### src/rtl/pin_func_sel_pkg.sv
// constants for the port 3 upper / port 4 lower pin function select block
// assumes a single 125 MHz clock and one AHB-Lite master
// ----------------------------------------
// How it works
// RQ1: pin 37 select sits in bits 7:6 of register 0x52a7, reset 0x0.
// RQ2: pin 36 select sits in bits 5:4, reset 0x0, code 0x3 reserved.
// RQ3: pin 35 select in bits 3:2 picks port or debug clock, 0x3/0x2 reserved.
// RQ4: pin 34 code 0x2 spi1 slave select, 0x1 remote out, 0x0 port.
// RQ5: pin 43 in 0x52a8 bits 7:6: 0x2 remote in, 0x1 i2c1 data, 0x0 port.
// RQ6: pin 42 bits 5:4: 0x2 timer1 out/capture, 0x1 spi0 clock, 0x0 port.
// RQ7: pin 41 select in bits 3:2 of second register, reset 0x0, 0x3 reserved.
// RQ8: selected peripheral owns pin paths; port code gives control back to port.
// ----------------------------------------
package pin_func_sel_pkg;

  localparam int          NPINS = 7;

  // pin order on every vector: 34, 35, 36, 37, 41, 42, 43
  localparam int          PIN34 = 0;
  localparam int          PIN35 = 1;
  localparam int          PIN36 = 2;
  localparam int          PIN37 = 3;
  localparam int          PIN41 = 4;
  localparam int          PIN42 = 5;
  localparam int          PIN43 = 6;

  // printed offsets are register indices; byte address is four times that
  localparam logic [15:0] P3U_IDX  = 16'h52A7;
  localparam logic [15:0] P4L_IDX  = 16'h52A8;
  localparam logic [31:0] P3U_ADDR = {14'h0000, P3U_IDX, 2'b00};
  localparam logic [31:0] P4L_ADDR = {14'h0000, P4L_IDX, 2'b00};

  localparam logic [7:0]  SEL_RESET = 8'h00;

  localparam logic [1:0]  CODE0     = 2'h0;
  localparam logic [1:0]  CODE1     = 2'h1;
  localparam logic [1:0]  CODE2     = 2'h2;
  localparam logic [1:0]  CODE_RSVD = 2'h3;

  // pins 35..37 give the port on code 0x1 and their debug signal on 0x0
  localparam logic [NPINS-1:0] PORT_ON_CODE1 = 7'h0E;
  // pins with a second peripheral on code 0x2
  localparam logic [NPINS-1:0] HAS_ALT_B     = 7'h71;

  localparam logic [1:0]  HTRANS_NONSEQ = 2'h2;
  localparam logic [1:0]  HRESP_OKAY    = 2'h0;

  typedef enum logic [1:0] {
    ROUTE_PORT,
    ROUTE_ALT_A,
    ROUTE_ALT_B,
    ROUTE_NONE
  } route_t;

endpackage

### src/rtl/pin_func_sel.sv
// pin function select for pins 34..37 and 41..43 with an AHB-Lite slave
// assumes pads outside resolve pad_out/pad_oe onto the wire
//
// Register access over AHB-Lite is this design's own decision.
`timescale 1ns/1ps
`default_nettype none

module pin_func_sel (
  input  wire logic                                clk,
  input  wire logic                                rst,
  // ahb-lite slave
  input  wire logic                                hsel,
  input  wire logic [31:0]                         haddr,
  input  wire logic [1:0]                          htrans,
  input  wire logic                                hwrite,
  input  wire logic [2:0]                          hsize,
  input  wire logic [31:0]                         hwdata,
  input  wire logic                                hready,
  output var  logic                                hreadyout,
  output var  logic [31:0]                         hrdata,
  output var  logic [1:0]                          hresp,
  // pads
  input  wire logic [pin_func_sel_pkg::NPINS-1:0]  pad_in,
  output var  logic [pin_func_sel_pkg::NPINS-1:0]  pad_out,
  output var  logic [pin_func_sel_pkg::NPINS-1:0]  pad_oe,
  // general purpose port logic
  input  wire logic [pin_func_sel_pkg::NPINS-1:0]  gpio_out,
  input  wire logic [pin_func_sel_pkg::NPINS-1:0]  gpio_oe,
  output var  logic [pin_func_sel_pkg::NPINS-1:0]  gpio_in,
  // first peripheral per pin
  input  wire logic [pin_func_sel_pkg::NPINS-1:0]  alt_a_out,
  input  wire logic [pin_func_sel_pkg::NPINS-1:0]  alt_a_oe,
  output var  logic [pin_func_sel_pkg::NPINS-1:0]  alt_a_in,
  // second peripheral per pin
  input  wire logic [pin_func_sel_pkg::NPINS-1:0]  alt_b_out,
  input  wire logic [pin_func_sel_pkg::NPINS-1:0]  alt_b_oe,
  output var  logic [pin_func_sel_pkg::NPINS-1:0]  alt_b_in
);

  // ----------------------------------------
  // bus slave
  // ----------------------------------------
  logic        wr_pend_q, wr_pend_d;
  logic [1:0]  wr_sel_q,  wr_sel_d;
  logic [7:0]  p3u_q,     p3u_d;
  logic [7:0]  p4l_q,     p4l_d;
  logic [31:0] rdata_q,   rdata_d;
  logic        addr_ok;
  logic [1:0]  hit;
  logic [7:0]  p3u_now;
  logic [7:0]  p4l_now;

  // a write in its data phase lands this cycle; reads see it at once
  always_comb begin
    p3u_now = p3u_q;
    p4l_now = p4l_q;
    if (wr_pend_q && wr_sel_q[0]) begin
      p3u_now = hwdata[7:0];                                   // RQ1
    end
    if (wr_pend_q && wr_sel_q[1]) begin
      p4l_now = hwdata[7:0];                                   // RQ5
    end
  end

  always_comb begin
    addr_ok   = hsel && hready && (htrans == pin_func_sel_pkg::HTRANS_NONSEQ);
    hit[0]    = (haddr == pin_func_sel_pkg::P3U_ADDR);
    hit[1]    = (haddr == pin_func_sel_pkg::P4L_ADDR);
    wr_pend_d = addr_ok && hwrite && (hit != 2'b00);
    wr_sel_d  = wr_pend_d ? hit : 2'b00;
    p3u_d     = p3u_now;                                       // RQ2 RQ3 RQ4
    p4l_d     = p4l_now;                                       // RQ6 RQ7
    rdata_d   = rdata_q;
    if (addr_ok && !hwrite) begin
      // unmapped reads return zero
      if (hit[0]) begin
        rdata_d = {24'h000000, p3u_now};
      end else if (hit[1]) begin
        rdata_d = {24'h000000, p4l_now};
      end else begin
        rdata_d = 32'h00000000;
      end
    end
  end

  always_ff @(posedge clk or posedge rst) begin
    if (rst) begin
      wr_pend_q <= 1'b0;
      wr_sel_q  <= 2'b00;
      p3u_q     <= pin_func_sel_pkg::SEL_RESET;                // RQ1 RQ2 RQ3
      p4l_q     <= pin_func_sel_pkg::SEL_RESET;                // RQ6 RQ7
      rdata_q   <= 32'h00000000;
    end else begin
      wr_pend_q <= wr_pend_d;
      wr_sel_q  <= wr_sel_d;
      p3u_q     <= p3u_d;
      p4l_q     <= p4l_d;
      rdata_q   <= rdata_d;
    end
  end

  // zero wait states and always okay; kept in flops so outputs are registered
  logic       hready_q;
  logic [1:0] hresp_q;

  always_ff @(posedge clk or posedge rst) begin
    if (rst) begin
      hready_q <= 1'b1;
      hresp_q  <= pin_func_sel_pkg::HRESP_OKAY;
    end else begin
      hready_q <= 1'b1;
      hresp_q  <= pin_func_sel_pkg::HRESP_OKAY;
    end
  end

  always_comb begin
    hreadyout = hready_q;
    hrdata    = rdata_q;
    hresp     = hresp_q;
  end

  // ----------------------------------------
  // pad input synchroniser
  // ----------------------------------------
  logic [pin_func_sel_pkg::NPINS-1:0] pin_meta_q;
  logic [pin_func_sel_pkg::NPINS-1:0] pin_sync_q;

  always_ff @(posedge clk or posedge rst) begin
    if (rst) begin
      pin_meta_q <= '0;
      pin_sync_q <= '0;
    end else begin
      pin_meta_q <= pad_in;
      pin_sync_q <= pin_meta_q;
    end
  end

  // ----------------------------------------
  // routing
  // ----------------------------------------
  function automatic pin_func_sel_pkg::route_t decode(
    input logic [1:0] code,
    input logic       port_on1,
    input logic       has_b
  );
    pin_func_sel_pkg::route_t r;
    r = pin_func_sel_pkg::ROUTE_NONE;
    case (code)
      pin_func_sel_pkg::CODE0: begin
        r = port_on1 ? pin_func_sel_pkg::ROUTE_ALT_A
                     : pin_func_sel_pkg::ROUTE_PORT;           // RQ3
      end
      pin_func_sel_pkg::CODE1: begin
        r = port_on1 ? pin_func_sel_pkg::ROUTE_PORT
                     : pin_func_sel_pkg::ROUTE_ALT_A;          // RQ4 RQ5 RQ6
      end
      pin_func_sel_pkg::CODE2: begin
        r = has_b ? pin_func_sel_pkg::ROUTE_ALT_B
                  : pin_func_sel_pkg::ROUTE_NONE;              // RQ4 RQ5 RQ6
      end
      default: begin
        r = pin_func_sel_pkg::ROUTE_NONE;                      // RQ2 RQ7
      end
    endcase
    return r;
  endfunction

  logic [15:0] sel_all;
  logic [pin_func_sel_pkg::NPINS-1:0] pad_out_d, pad_oe_d;
  logic [pin_func_sel_pkg::NPINS-1:0] gpio_in_d, alt_a_in_d, alt_b_in_d;
  logic [pin_func_sel_pkg::NPINS-1:0] pad_out_q, pad_oe_q;
  logic [pin_func_sel_pkg::NPINS-1:0] gpio_in_q, alt_a_in_q, alt_b_in_q;

  // routing follows the stored fields, one cycle after the write lands
  always_comb begin
    pin_func_sel_pkg::route_t rt;
    logic [1:0]               code;
    rt         = pin_func_sel_pkg::ROUTE_NONE;
    code       = 2'h0;
    sel_all    = {p4l_q, p3u_q};
    pad_out_d  = '0;
    pad_oe_d   = '0;
    gpio_in_d  = '0;
    alt_a_in_d = '0;
    alt_b_in_d = '0;
    for (int i = 0; i < pin_func_sel_pkg::NPINS; i++) begin
      // port 4 pins skip the pin 40 field in bits 1:0
      code = (i < 4) ? sel_all[2*i +: 2] : sel_all[2*i+2 +: 2];
      rt   = decode(code, pin_func_sel_pkg::PORT_ON_CODE1[i],
                    pin_func_sel_pkg::HAS_ALT_B[i]);
      case (rt)
        pin_func_sel_pkg::ROUTE_PORT: begin
          pad_out_d[i] = gpio_out[i];                          // RQ8
          pad_oe_d[i]  = gpio_oe[i];
          gpio_in_d[i] = pin_sync_q[i];
        end
        pin_func_sel_pkg::ROUTE_ALT_A: begin
          pad_out_d[i]  = alt_a_out[i];                        // RQ8
          pad_oe_d[i]   = alt_a_oe[i];
          alt_a_in_d[i] = pin_sync_q[i];
        end
        pin_func_sel_pkg::ROUTE_ALT_B: begin
          pad_out_d[i]  = alt_b_out[i];                        // RQ8
          pad_oe_d[i]   = alt_b_oe[i];
          alt_b_in_d[i] = pin_sync_q[i];
        end
        default: begin
          // reserved code: pad floats, nobody sees it
          pad_out_d[i] = 1'b0;
          pad_oe_d[i]  = 1'b0;
        end
      endcase
    end
  end

  always_ff @(posedge clk or posedge rst) begin
    if (rst) begin
      pad_out_q  <= '0;
      pad_oe_q   <= '0;
      gpio_in_q  <= '0;
      alt_a_in_q <= '0;
      alt_b_in_q <= '0;
    end else begin
      pad_out_q  <= pad_out_d;
      pad_oe_q   <= pad_oe_d;
      gpio_in_q  <= gpio_in_d;
      alt_a_in_q <= alt_a_in_d;
      alt_b_in_q <= alt_b_in_d;
    end
  end

  always_comb begin
    pad_out  = pad_out_q;
    pad_oe   = pad_oe_q;
    gpio_in  = gpio_in_q;
    alt_a_in = alt_a_in_q;
    alt_b_in = alt_b_in_q;
  end

endmodule // pin_func_sel

`default_nettype wire

### config.mk
export PLATFORM = sky130hd
export DESIGN_NAME = pin_func_sel
export DESIGN_NICKNAME = d
export VERILOG_FILES = /design/src/rtl/pin_func_sel_pkg.sv /design/src/rtl/pin_func_sel.sv
export SDC_FILE = /design/constraint.sdc
export NUM_CORES = 1
export LEC_CHECK = 0
export ABC_AREA = 1
export BUFFER_PORTS_ARGS = -buffer_cell sky130_fd_sc_hd__buf_4
export CAP_MARGIN = 30
export CORE_MARGIN = 4
export CORE_UTILIZATION = 43
export CTS_CLUSTER_SIZE = 12
export DETAILED_ROUTE_END_ITERATION = 16
export GPL_TIMING_DRIVEN = 0
export MAX_ROUTING_LAYER = met4
export PLACE_DENSITY = 0.82
export SYNTH_ARGS = -nofsm -noshare
export SYNTH_HDL_FRONTEND = slang
export SYNTH_SLANG_ARGS = --single-unit
### constraint.sdc
create_clock -name clk -period 2.35 [get_ports clk]
set_input_delay 0.235 -clock clk [delete_from_list [all_inputs] [get_ports clk]]
set_output_delay 0.235 -clock clk [all_outputs]
set_load 0.03 [all_outputs]
# [Word-level counts from Yosys, hierarchy flattened]
# Index checks and enable logic that the tools add are counted.
[totals] output_inout_bits=70 in_bits=123 elab_cells=110 regBits=100
[op_classes] n_eq_ne=28 n_reduce_logical=23 muxes=47
[ops] operator="equality test 32 x 17 -> 1 bit (second input constant)" n=2
[ops] operator="one-hot mux 1 bit (3 select lines)" n=14
[ops] operator="two-way mux 8 bit" n=4
[ops] operator="equality test 2 x 1 -> 1 bit (second input constant)" n=14
[ops] operator="logical NOT 2 bit" n=14
[ops] operator="equality test 2 bit (second input constant)" n=12
[ops] operator="one-hot mux 2 bit (3 select lines)" n=4
[ops] operator="two-way mux 1 bit" n=21
[ops] operator="one-hot mux 2 bit (2 select lines)" n=3
[ops] operator="logical AND 1 bit" n=7
[ops] operator="two-way mux 2 bit" n=1
[ops] operator="nonzero test 2 bit" n=1
[ops] operator="logical NOT 1 bit" n=1

# [Logic depth before layout (Yosys ltp)]
# Gate-level depths: netlist (run 1).
[logic_depth] ltp_word=5 ltp_mapped=10 mapped_depth_nobuf=9

# [Least setup slack after synthesis (run 1)]
# Ideal clock, no wire load.
[synth_timing] path_type="reg2reg" start="reg wr_pend_q" end="reg rdata_q[0] (netlist: hrdata[0])" period_less_slack_ns=1.110 setup_ns=0.065 required_time_ns=2.285 path_slack_ns=1.240 arrival_ns=1.045 path_stages_with_launch=9 path_buffers=1 cell_sequence="dfrtp_1 -> nand2_2 -> buf_2 -> nand2_1 -> o21ai_1 -> nand3_1 -> nand2_1 -> nand2_1 -> nand2_1"
[synth_via] elab_cells_between_ends=6 classes_between="4 x mux; 2 x reduce/logical"
[synth_rtl] item="from (decl)" line="pin_func_sel.sv:43" source="logic wr_pend_q, wr_pend_d;"
[synth_rtl] item="from (signal assigned)" line="pin_func_sel.sv:94" source="wr_pend_q <= wr_pend_d;"
[synth_rtl] item="logical AND 1 bit" line="pin_func_sel.sv:57" source="if (wr_pend_q && wr_sel_q[0]) begin"
[synth_rtl] item="two-way mux 8 bit" line="pin_func_sel.sv:57"
[synth_rtl] item="named net p3u_d[0]" line="pin_func_sel.sv:45" source="logic [7:0] p3u_q, p3u_d;"
[synth_rtl] item="two-way mux 8 bit" line="pin_func_sel.sv:76" source="if (hit[0]) begin"
[synth_rtl] item="to (signal assigned)" line="pin_func_sel.sv:98" source="rdata_q <= rdata_d;"
[synth_rtl] item="to (decl)" line="pin_func_sel.sv:47" source="logic [31:0] rdata_q, rdata_d;"
# The timed path passes the listed nets, and every way through them passes these cells.
# A chain may end at the register's enable or synchronous reset.

# [Worst setup path after layout (run 1)]
# Same ends and word-level chain as after synthesis.

==> results.md, run 1 <==
Outcome:
- The flow ran to the end, and the final reports show no timing, DRC or antenna violations.

Cells and area:
- Relative to the synthesized area, the layout overhead comes to 45.65%.
- The post-route core utilization is 64.86%.
- The final layout net count is 666.
- Cells with a size suffix above 1 make up 34.67% of the layout.
- The count of antenna diodes in the layout is 0.

Power:
- The static leakage is 2.760 nW.
- Of the total power, registers draw 51.3%.
- Power comes to 2.582 mW.
- The maximum resistive drop on vdd is 0.2603 mV.
- The internal portion of total power is 1.961 mW.
- The share of total power consumed by net switching is 24.04%.
- The share of total power dissipated in the clock network is 37.6%.
- Of the total power, combinational logic draws 11.1%.
- The power per cell area is 543.1 nW/um^2.
- The net switching power of the design is 620.8 uW.

Global route:
- The via count of the first global-routing pass came to 2773.
- Entering global routing, the biggest net connects 77 pins.
- For this run the aggregate overflow at the end of global routing stands at 0.
- The wire length of the first global-routing pass is 11.92 mm.
- The initial antenna violation count is 0.
- Global routing used 17.62% of the available tracks.

Worst setup path:
- The worst setup path is launched from a register.
- Across all register-to-register paths, the minimum setup slack is 1.0 ns.
- The number of cell instances on the worst register-to-register path is 8.
- For the worst setup path, the data arrival time is 1.63 ns.
- The data required time at the worst endpoint is 2.63 ns.
- Along the worst path, the maximum fanout reaches 10.
- Walking the worst path, the cells encountered are nand2_2 > buf_2 > nand2_1 > o21ai_1 > nand3_1 > nand2_1 > nand2_1 > nand2_1.
- The kind of critical path is register to register.
- The worst setup path is captured at a register.
- The largest individual stage delay along the critical path comes from the cell dfrtp_1.
- In this design, the stage delay of the slowest critical-path cell is 0.40 ns.
- The most common cell type on the critical path is nand2_1.

Routing:
- The mean routed wirelength per cell is 11.63 um.
- The count of vias placed by the detailed router is 2849.
- The final layout contains routed wiring with a total length of 7.523 mm.
- The pre-antenna-repair detailed-routing pass consisted of 4 iterations.
- The count of nets left with antenna violations once routing finished came out at 0.
- The first-iteration detailed-routing DRC count is 126.
- In the routed layout, each cell is associated on average with a via count of 4.403.
- After detailed routing, the number of remaining DRC violations is 0.

Timing:
- Setup violations remaining at the end of the flow were counted as 0.
- The final critical path takes up 57.57% of the cycle.
- The clock period minus worst slack is 1.353 ns.
- Headroom to the max-slew limit came out at 41.26%.
- The total negative setup slack is 0 ns.
- Clock skew on the completed layout was measured at 0.006176 ns.
- The slew at the pin closest to its max-slew limit is 0.8811 ns.
- Setup repair after global routing left no endpoint under its margin.
- Based on the critical path, the design can be clocked at up to 739.2 MHz.
- The post-layout worst setup margin is 0.9971 ns.
- Across all hold checks on the routed design, the worst slack comes to 0.07696 ns.
- The number of max-slew violations in the final report is 0.
- The final hold violation count is 0.

Clock network:
- The total clock sinks is 76.
- The clock transition at the register clock pins on the worst setup and hold paths after CTS is 0.08 ns.
- TritonCTS built the clock tree.
- Counting the buffers created by CTS gives 9.
- The library cell used as clock root buffer is clkbuf_8.
- At the later pin of the worst-skew pair, clock insertion delay measures 0.34 ns.
- The H-tree depth is 3.
- The maximum clock insertion buffer count is 2.
- In this run the post-CTS setup repair buffer count came out at 0.

Synthesis:
- During synthesis, Yosys emitted a total of 0 warnings.
- In this run, synthesis produced a sequential element count of 76.
- The mapped netlist covers 3264 sq um.
- Synthesis instantiated 22 different standard cells from the library.
- The number of instances in the synthesized netlist is 365.
- A synthesized cell averages 8.944 sq um.
- The sequential element share of the synthesized area is 58.26%.

Floorplanning:
- The initial utilization of the core area, before any placement, comes to 44.53%.
- The die area is 9050 sq um.
- The floorplan has 31 rows.
- The area inside the core boundary is 7331 sq um.
- The die is 95.13 um wide.
- The number of top-level pins is 193.
- The vertical die dimension is 95.13 um.

Hold path:
- The worst hold path belongs to the class input pin to async pin.

Place:
- Routability-driven placement finished with a final weighted congestion of 0.7928.
- The number of port buffers is 132.
- The post-place setup slack is 0.9784 ns.
- The half-perimeter wire length of the detailed placement result is 5.868 mm.

Run:
- The count of maximum capacitance violations is 0.
==> Yosys cell counts, drive strengths merged <==
library cell	n	share of area [%]
inv	55	6.3
a21oi	1	0.15
nor2	33	5.0
buf	30	6.9
o21ai	22	3.4
or2	4	0.77
o211ai	2	0.46
nand2	84	9.9
and2	2	0.38
conb	2	0.23
dfrtp	76	58
nor3	10	1.5
nand4	1	0.19
nand3	43	6.6
==> cell type report <==
type | instances | area [sq um]
Multi-Input combinational cell | 232 | 1037
Fill cell | 598 | 2576
Sequential cell | 76 | 1902
Buffer | 30 | 224.0
Clock inverter | 7 | 73.82
Timing Repair Buffer | 139 | 1061
Tap cell | 99 | 123.9
Inverter | 55 | 209.0
Clock buffer | 9 | 123.9
==> worst max-delay path, delay by kind of cell, from the launching register on <==
family / cells / cell delay [ns]
simple gates: 6 / 0.52
buf+inv: 1 / 0.25
flops: 1 / 0.40
compound gates: 1 / 0.13
==> routing by layer <==
metal	track usage [%]	vias to the layer above	wire (um)
met3	2.841	10	583
li1	-	1435	-
met1	20.29	1270	3027
met5	-	-	0
met4	9.014	0	149
met2	29.68	134	3762
==> metrics by stage <==
step | instances | instance area, sq um
6_report | 647 | 4755
5_1_grt | 647 | 4755
4_1_cts | 647 | 4755
3_5_place_dp | 624 | 4487
3_3_place_gp | 624 | 4484
2_1_floorplan | 393 | 3369
==> layout by cell type (no fill, tap or decap), types with 6 or more instances in the layout <==
| cell | n |
|---|---|
| conb_1 | 30 |
| clkbuf_8 | 9 |
| nand3_1 | 43 |
| dlygate4sd3_1 | 7 |
| nor2_1 | 29 |
| inv_1 | 53 |
| dfrtp_1 | 76 |
| o21ai_1 | 16 |
| o21ai_0 | 6 |
| nand2_1 | 81 |
| buf_4 | 159 |
| nor3_1 | 10 |
==> power groups by stage <==
stage               clock [mW]  sequential, mW  combinational, mW
finish                   0.971            1.32              0.287
global route              1.06            1.33              0.315
CTS                      0.999            1.33              0.287
detailed placement           0            1.35              0.277
global placement             0            1.35              0.272
floorplan                    0            1.36              0.139
==> state kept, by name, indices dropped and copies added, names as in the netlist <==
name,count
p3u_q,8
pad_oe,7
p4l_q,8
hrdata,8
wr_pend_q,1
alt_a_in,7
alt_b_in,7
wr_sel_q,2
pad_out,7
pin_sync_q,7
gpio_in,7
pin_meta_q,7
==> final timing paths <==
check | startpoint | to
min reg2reg | pin_meta_q[0]$_DFF_PP0_ | pin_sync_q[0]$_DFF_PP0_
max reg2reg | wr_pend_q$_DFF_PP0_ | hrdata[0]$_DFFE_PP0P_
min in group clk | gpio_oe[5] | pad_oe[5]$_DFF_PP0_
max | wr_pend_q$_DFF_PP0_ | hrdata[0]$_DFFE_PP0P_
min | rst | gpio_in[1]$_DFF_PP0_
max in group asynchronous | rst | alt_b_in[5]$_DFF_PP0_
==> cells by family after synthesis <==
kind of cell           Yosys count  share of synthesized area [%]
AND/OR/NAND/NOR                177                          24.34
AO/OA/AOI/OAI                   25                          3.986
flip-flops                      76                          58.26
other                            2                         0.2301
buffers and inverters           85                          13.18
==> what timing repair did <==
| action | in CTS | in global routing |
|---|---|---|
| hold buffers | 7 | 0 |
| resized for setup | 0 | 0 |
| endpoints found under the hold margin | 7 | 0 |
(Power assumes the default switching activity.)
==> inputs of run 2 (changes only) <==
==> constraint.sdc (replaced) <==
create_clock -name clk -period 1.28 [get_ports clk]
set_input_delay 0.128 -clock clk [delete_from_list [all_inputs] [get_ports clk]]
set_output_delay 0.128 -clock clk [all_outputs]
set_load 0.03 [all_outputs]
==> results.md, run 2 (synthesized netlist as in run 1, its figures left out) <==
Global route:
- The overall fraction of global-route tracks in use is 18.79% (+1.2 points).
- The largest net degree at the start of global routing is 44 (-43%).
- The wire length of the first global-routing pass is 12.97 mm (+8.9%).
- The final global-route overflow total is 0 (unchanged).
- The initial antenna violation count is 0 (unchanged).
- The via count of the first global-routing pass was 2984 (+7.6%).

Cells and area:
- In the layout the commonest cells are buf_4 (166), nand2_1 (80), dfrtp_1 (75).
- The count of antenna diodes in the layout is 0 (unchanged).
- The post-synthesis to final-layout area growth is 52.05%.
- The post-route non-filler standard cell count is 661 (+2.2%).
- The final layout net count is 680 (+2.1%).
- The proportion of layout cells with a drive suffix above 1 is 38.26% (+3.6 points).
- Leaving out fill and tap cells, the most frequent cell in the layout is buf_4.

Worst setup path:
- The most common cell type on the critical path is nand2_1.
- The endpoint of the lowest-slack register-to-register path is hrdata[7]$_DFFE_PP0P_.
- The worst setup slack for register-to-register paths was 0.06 ns (-0.94 ns).
- By startpoint and endpoint, the worst setup path is classified as register to register.
- The worst register-to-register path begins at wr_pend_q$_DFF_PP0_.
- The type of element capturing the critical path is a register.
- The library cell contributing the largest single delay on the critical path is dfrtp_2.
- STA classifies the critical path startpoint as a register.
- The arrival time of the worst setup path is 1.50 ns (-0.13 ns).
- The highest net fanout along the worst path is 8 (-2).
- The number of cell instances on the worst register-to-register path is 8 (unchanged).
- The combined buffer and inverter count along the critical path is 1 (unchanged).
- The data required time at the worst endpoint is 1.55 ns (-1.08 ns).
- The highest cell delay on the worst timing path was 0.44 ns (+0.04 ns).
- The cell class contributing the biggest share of worst-path delay is simple AND/OR/NAND/NOR gates.
- Walking the worst path, the cells encountered are nand2_4 > buf_6 > nand2_1 > o21ai_2 > nand3_1 > nand2_1 > nand2_1 > nand2_1.

Timing:
- The clock tree skew after final layout was 0.007445 ns (+0.001269 ns).
- The final hold violation count was 0 (unchanged).
- The slew at the pin closest to its max-slew limit was 0.8026 ns (-0.07849 ns).
- Setup repair after global routing could not meet its margin everywhere.
- The post-layout worst setup margin is 0.05750 ns (-0.9396 ns).
- The highest clock frequency the design can meet is 818.0 MHz (+11%).
- The post-route clock period utilization was 95.51% (+38 points).
- The worst slew slack as a fraction of its limit came to 46.20% (+4.9 points).
- The setup-violating endpoint count in the final report is 0 (unchanged).
- The clock period minus worst slack is 1.222 ns (-0.1304 ns).
- The number of max-slew violations in the final report is 0 (unchanged).

Place:
- The placer's final routability congestion estimate is 0.8099 (+2.2%).
- The half-perimeter wire length of the detailed placement result came to 6.255 mm (+6.6%).
- The number of port buffers is 132 (unchanged).
- The placed cell count was 625 (+0.16%).
- The post-place setup slack was -0.07862 ns (-1.057 ns).

Power:
- The total design power is 4.790 mW (+85%).
- The static leakage is 2.859 nW (+3.6%).
- The maximum resistive drop on vdd came to 0.6279 mV (+140%).
- The power per cell area is 965.0 nW/um^2 (+78%).

Hold path:
- The endpoint with the worst hold slack is pad_out[5]$_DFF_PP0_.
- The worst hold path was traced through 3 stages.
- The class of the tightest hold or removal check is input pin to register.
- In this run the most critical hold path is launched from gpio_out[5].

Floorplanning:
- The starting density of the core came to 44.53% (unchanged).
- The number of top-level pins came to 193 (unchanged).
- The number of cell rows is 31 (unchanged).
- The area inside the core boundary is 7331 sq um (unchanged).
- The die extent in x is 95.13 um (unchanged).
- The vertical die dimension is 95.13 um (unchanged).
- The die area is 9050 sq um (unchanged).

Outcome:
- The flow ran to the end, and the final reports show no timing, DRC or antenna violations.

Clock network:
- The H-tree depth was 3 (unchanged).
- The maximum clock insertion buffer count was 2 (unchanged).
- The clock transition at the register clock pins on the worst setup and hold paths after CTS was 0.07 ns (about the same).
- The total clock sinks came to 76 (unchanged).
- The number of clock buffers inserted by TritonCTS is 9 (unchanged).
- The clock insertion delay at the later pin of the skew report was 0.33 ns (about the same).
- The CTS tree is yes.
- The library cell used as clock root buffer is clkbuf_8.

Routing:
- The first-iteration detailed-routing DRC count is 142 (+13%).
- The first-pass detailed-route iteration total was 4 (unchanged).
- The number of nets still failing antenna checks after routing is 0 (unchanged).
- The mean routed wirelength per cell is 12.61 um (+8.4%).
- The count of vias placed by the detailed router is 2970 (+4.2%).
- The final routed DRC violation total is 0 (unchanged).
- The total wirelength of the detailed-routed design is 8.335 mm (+11%).
- The average via count per standard cell is 4.493 (+2.0%).

Run:
- The count of maximum capacitance violations is 0 (unchanged).
==> run 2: changes by cell type in the layout (fill, tap and decap cells not counted), sizes merged <==
cell	before	now
buf	162	171
dlygate4sd3	7	11
clkinvlp	1	4
inv	57	54
clkbuf	9	10
==> run 2: worst register-to-register path: cells and delay by family (launching register included) <==
| kind | cells | cell delay [ns] |
|---|---|---|
| and+or+nand+nor | 6 | 0.49 |
| AOI/OAI and AO/OA | 1 | 0.08 |
| DFF | 1 | 0.44 |
| buffers and inverters | 1 | 0.15 |
==> run 2: per-layer routing <==
| layer | global-route usage, % | up-vias | share of wire [%] |
|---|---|---|---|
| li1 | - | 1459 | - |
| met1 | 21.38 | 1351 | 38 |
| met4 | 8.774 | 0 | 2.5 |
| met3 | 3.394 | 18 | 8.4 |
| met5 | - | - | 0 |
| met2 | 32.07 | 142 | 51 |
==> run 2: repair_timing <==
item / in CTS / in global routing
buffers inserted: 0 / 7
gates cloned: 0 / 2
pin swaps: 0 / 3
endpoints found under the setup margin: 8 / 9
endpoints found under the hold margin: 43 / 0
hold buffers: 11 / 0
resized for setup: 5 / 18
==> run 2: final cells by class <==
class / count / area [sq um]
sequential: 76 / 1903
buffer: 30 / 236.5
clock buffer: 10 / 137.6
inverter: 55 / 210.2
clock inverter: 6 / 63.81
multi-input combinational: 232 / 1099
timing repair inverter: 1 / 5.005
timing repair buffer: 152 / 1185
tap: 99 / 123.9
fill: 587 / 2367
==> run 2: metrics by stage <==
stage,setup TNS (ns),utilization (%),hold WS (ns),cell area [sq um]
after floorplan,0,-,0.1594,3373
after global placement,-11.67,61.22,0.2381,4488
after detailed placement,-0.3116,61.50,0.2385,4508
after CTS,0,66.00,0.009519,4838
after global routing,-0.1168,67.71,0.01813,4964
final,0,67.71,0.01551,4964
==> run 2: where the power goes <==
| part | switching [mW] | internal [mW] | total, mW |
|---|---|---|---|
| sequential | 0.00701 | 2.43 | 2.43 |
| clock | 0.853 | 0.950 | 1.80 |
| combinational | 0.274 | 0.280 | 0.554 |
==> run 2: how the worst max path moves through the flow <==
stage	start	cells after the start	endpoint	slack [ns]
global route	wr_pend_q$_DFF_PP0_	8	hrdata[5]$_DFFE_PP0P_	-0.04
floorplan	wr_pend_q$_DFF_PP0_	8	hrdata[0]$_DFFE_PP0P_	0.17
finish	wr_pend_q$_DFF_PP0_	8	hrdata[7]$_DFFE_PP0P_	0.06
detailed placement	wr_pend_q$_DFF_PP0_	8	hrdata[1]$_DFFE_PP0P_	-0.08
global placement	rst	2	pin_meta_q[3]$_DFF_PP0_	-0.16
CTS	wr_pend_q$_DFF_PP0_	8	hrdata[1]$_DFFE_PP0P_	0.01
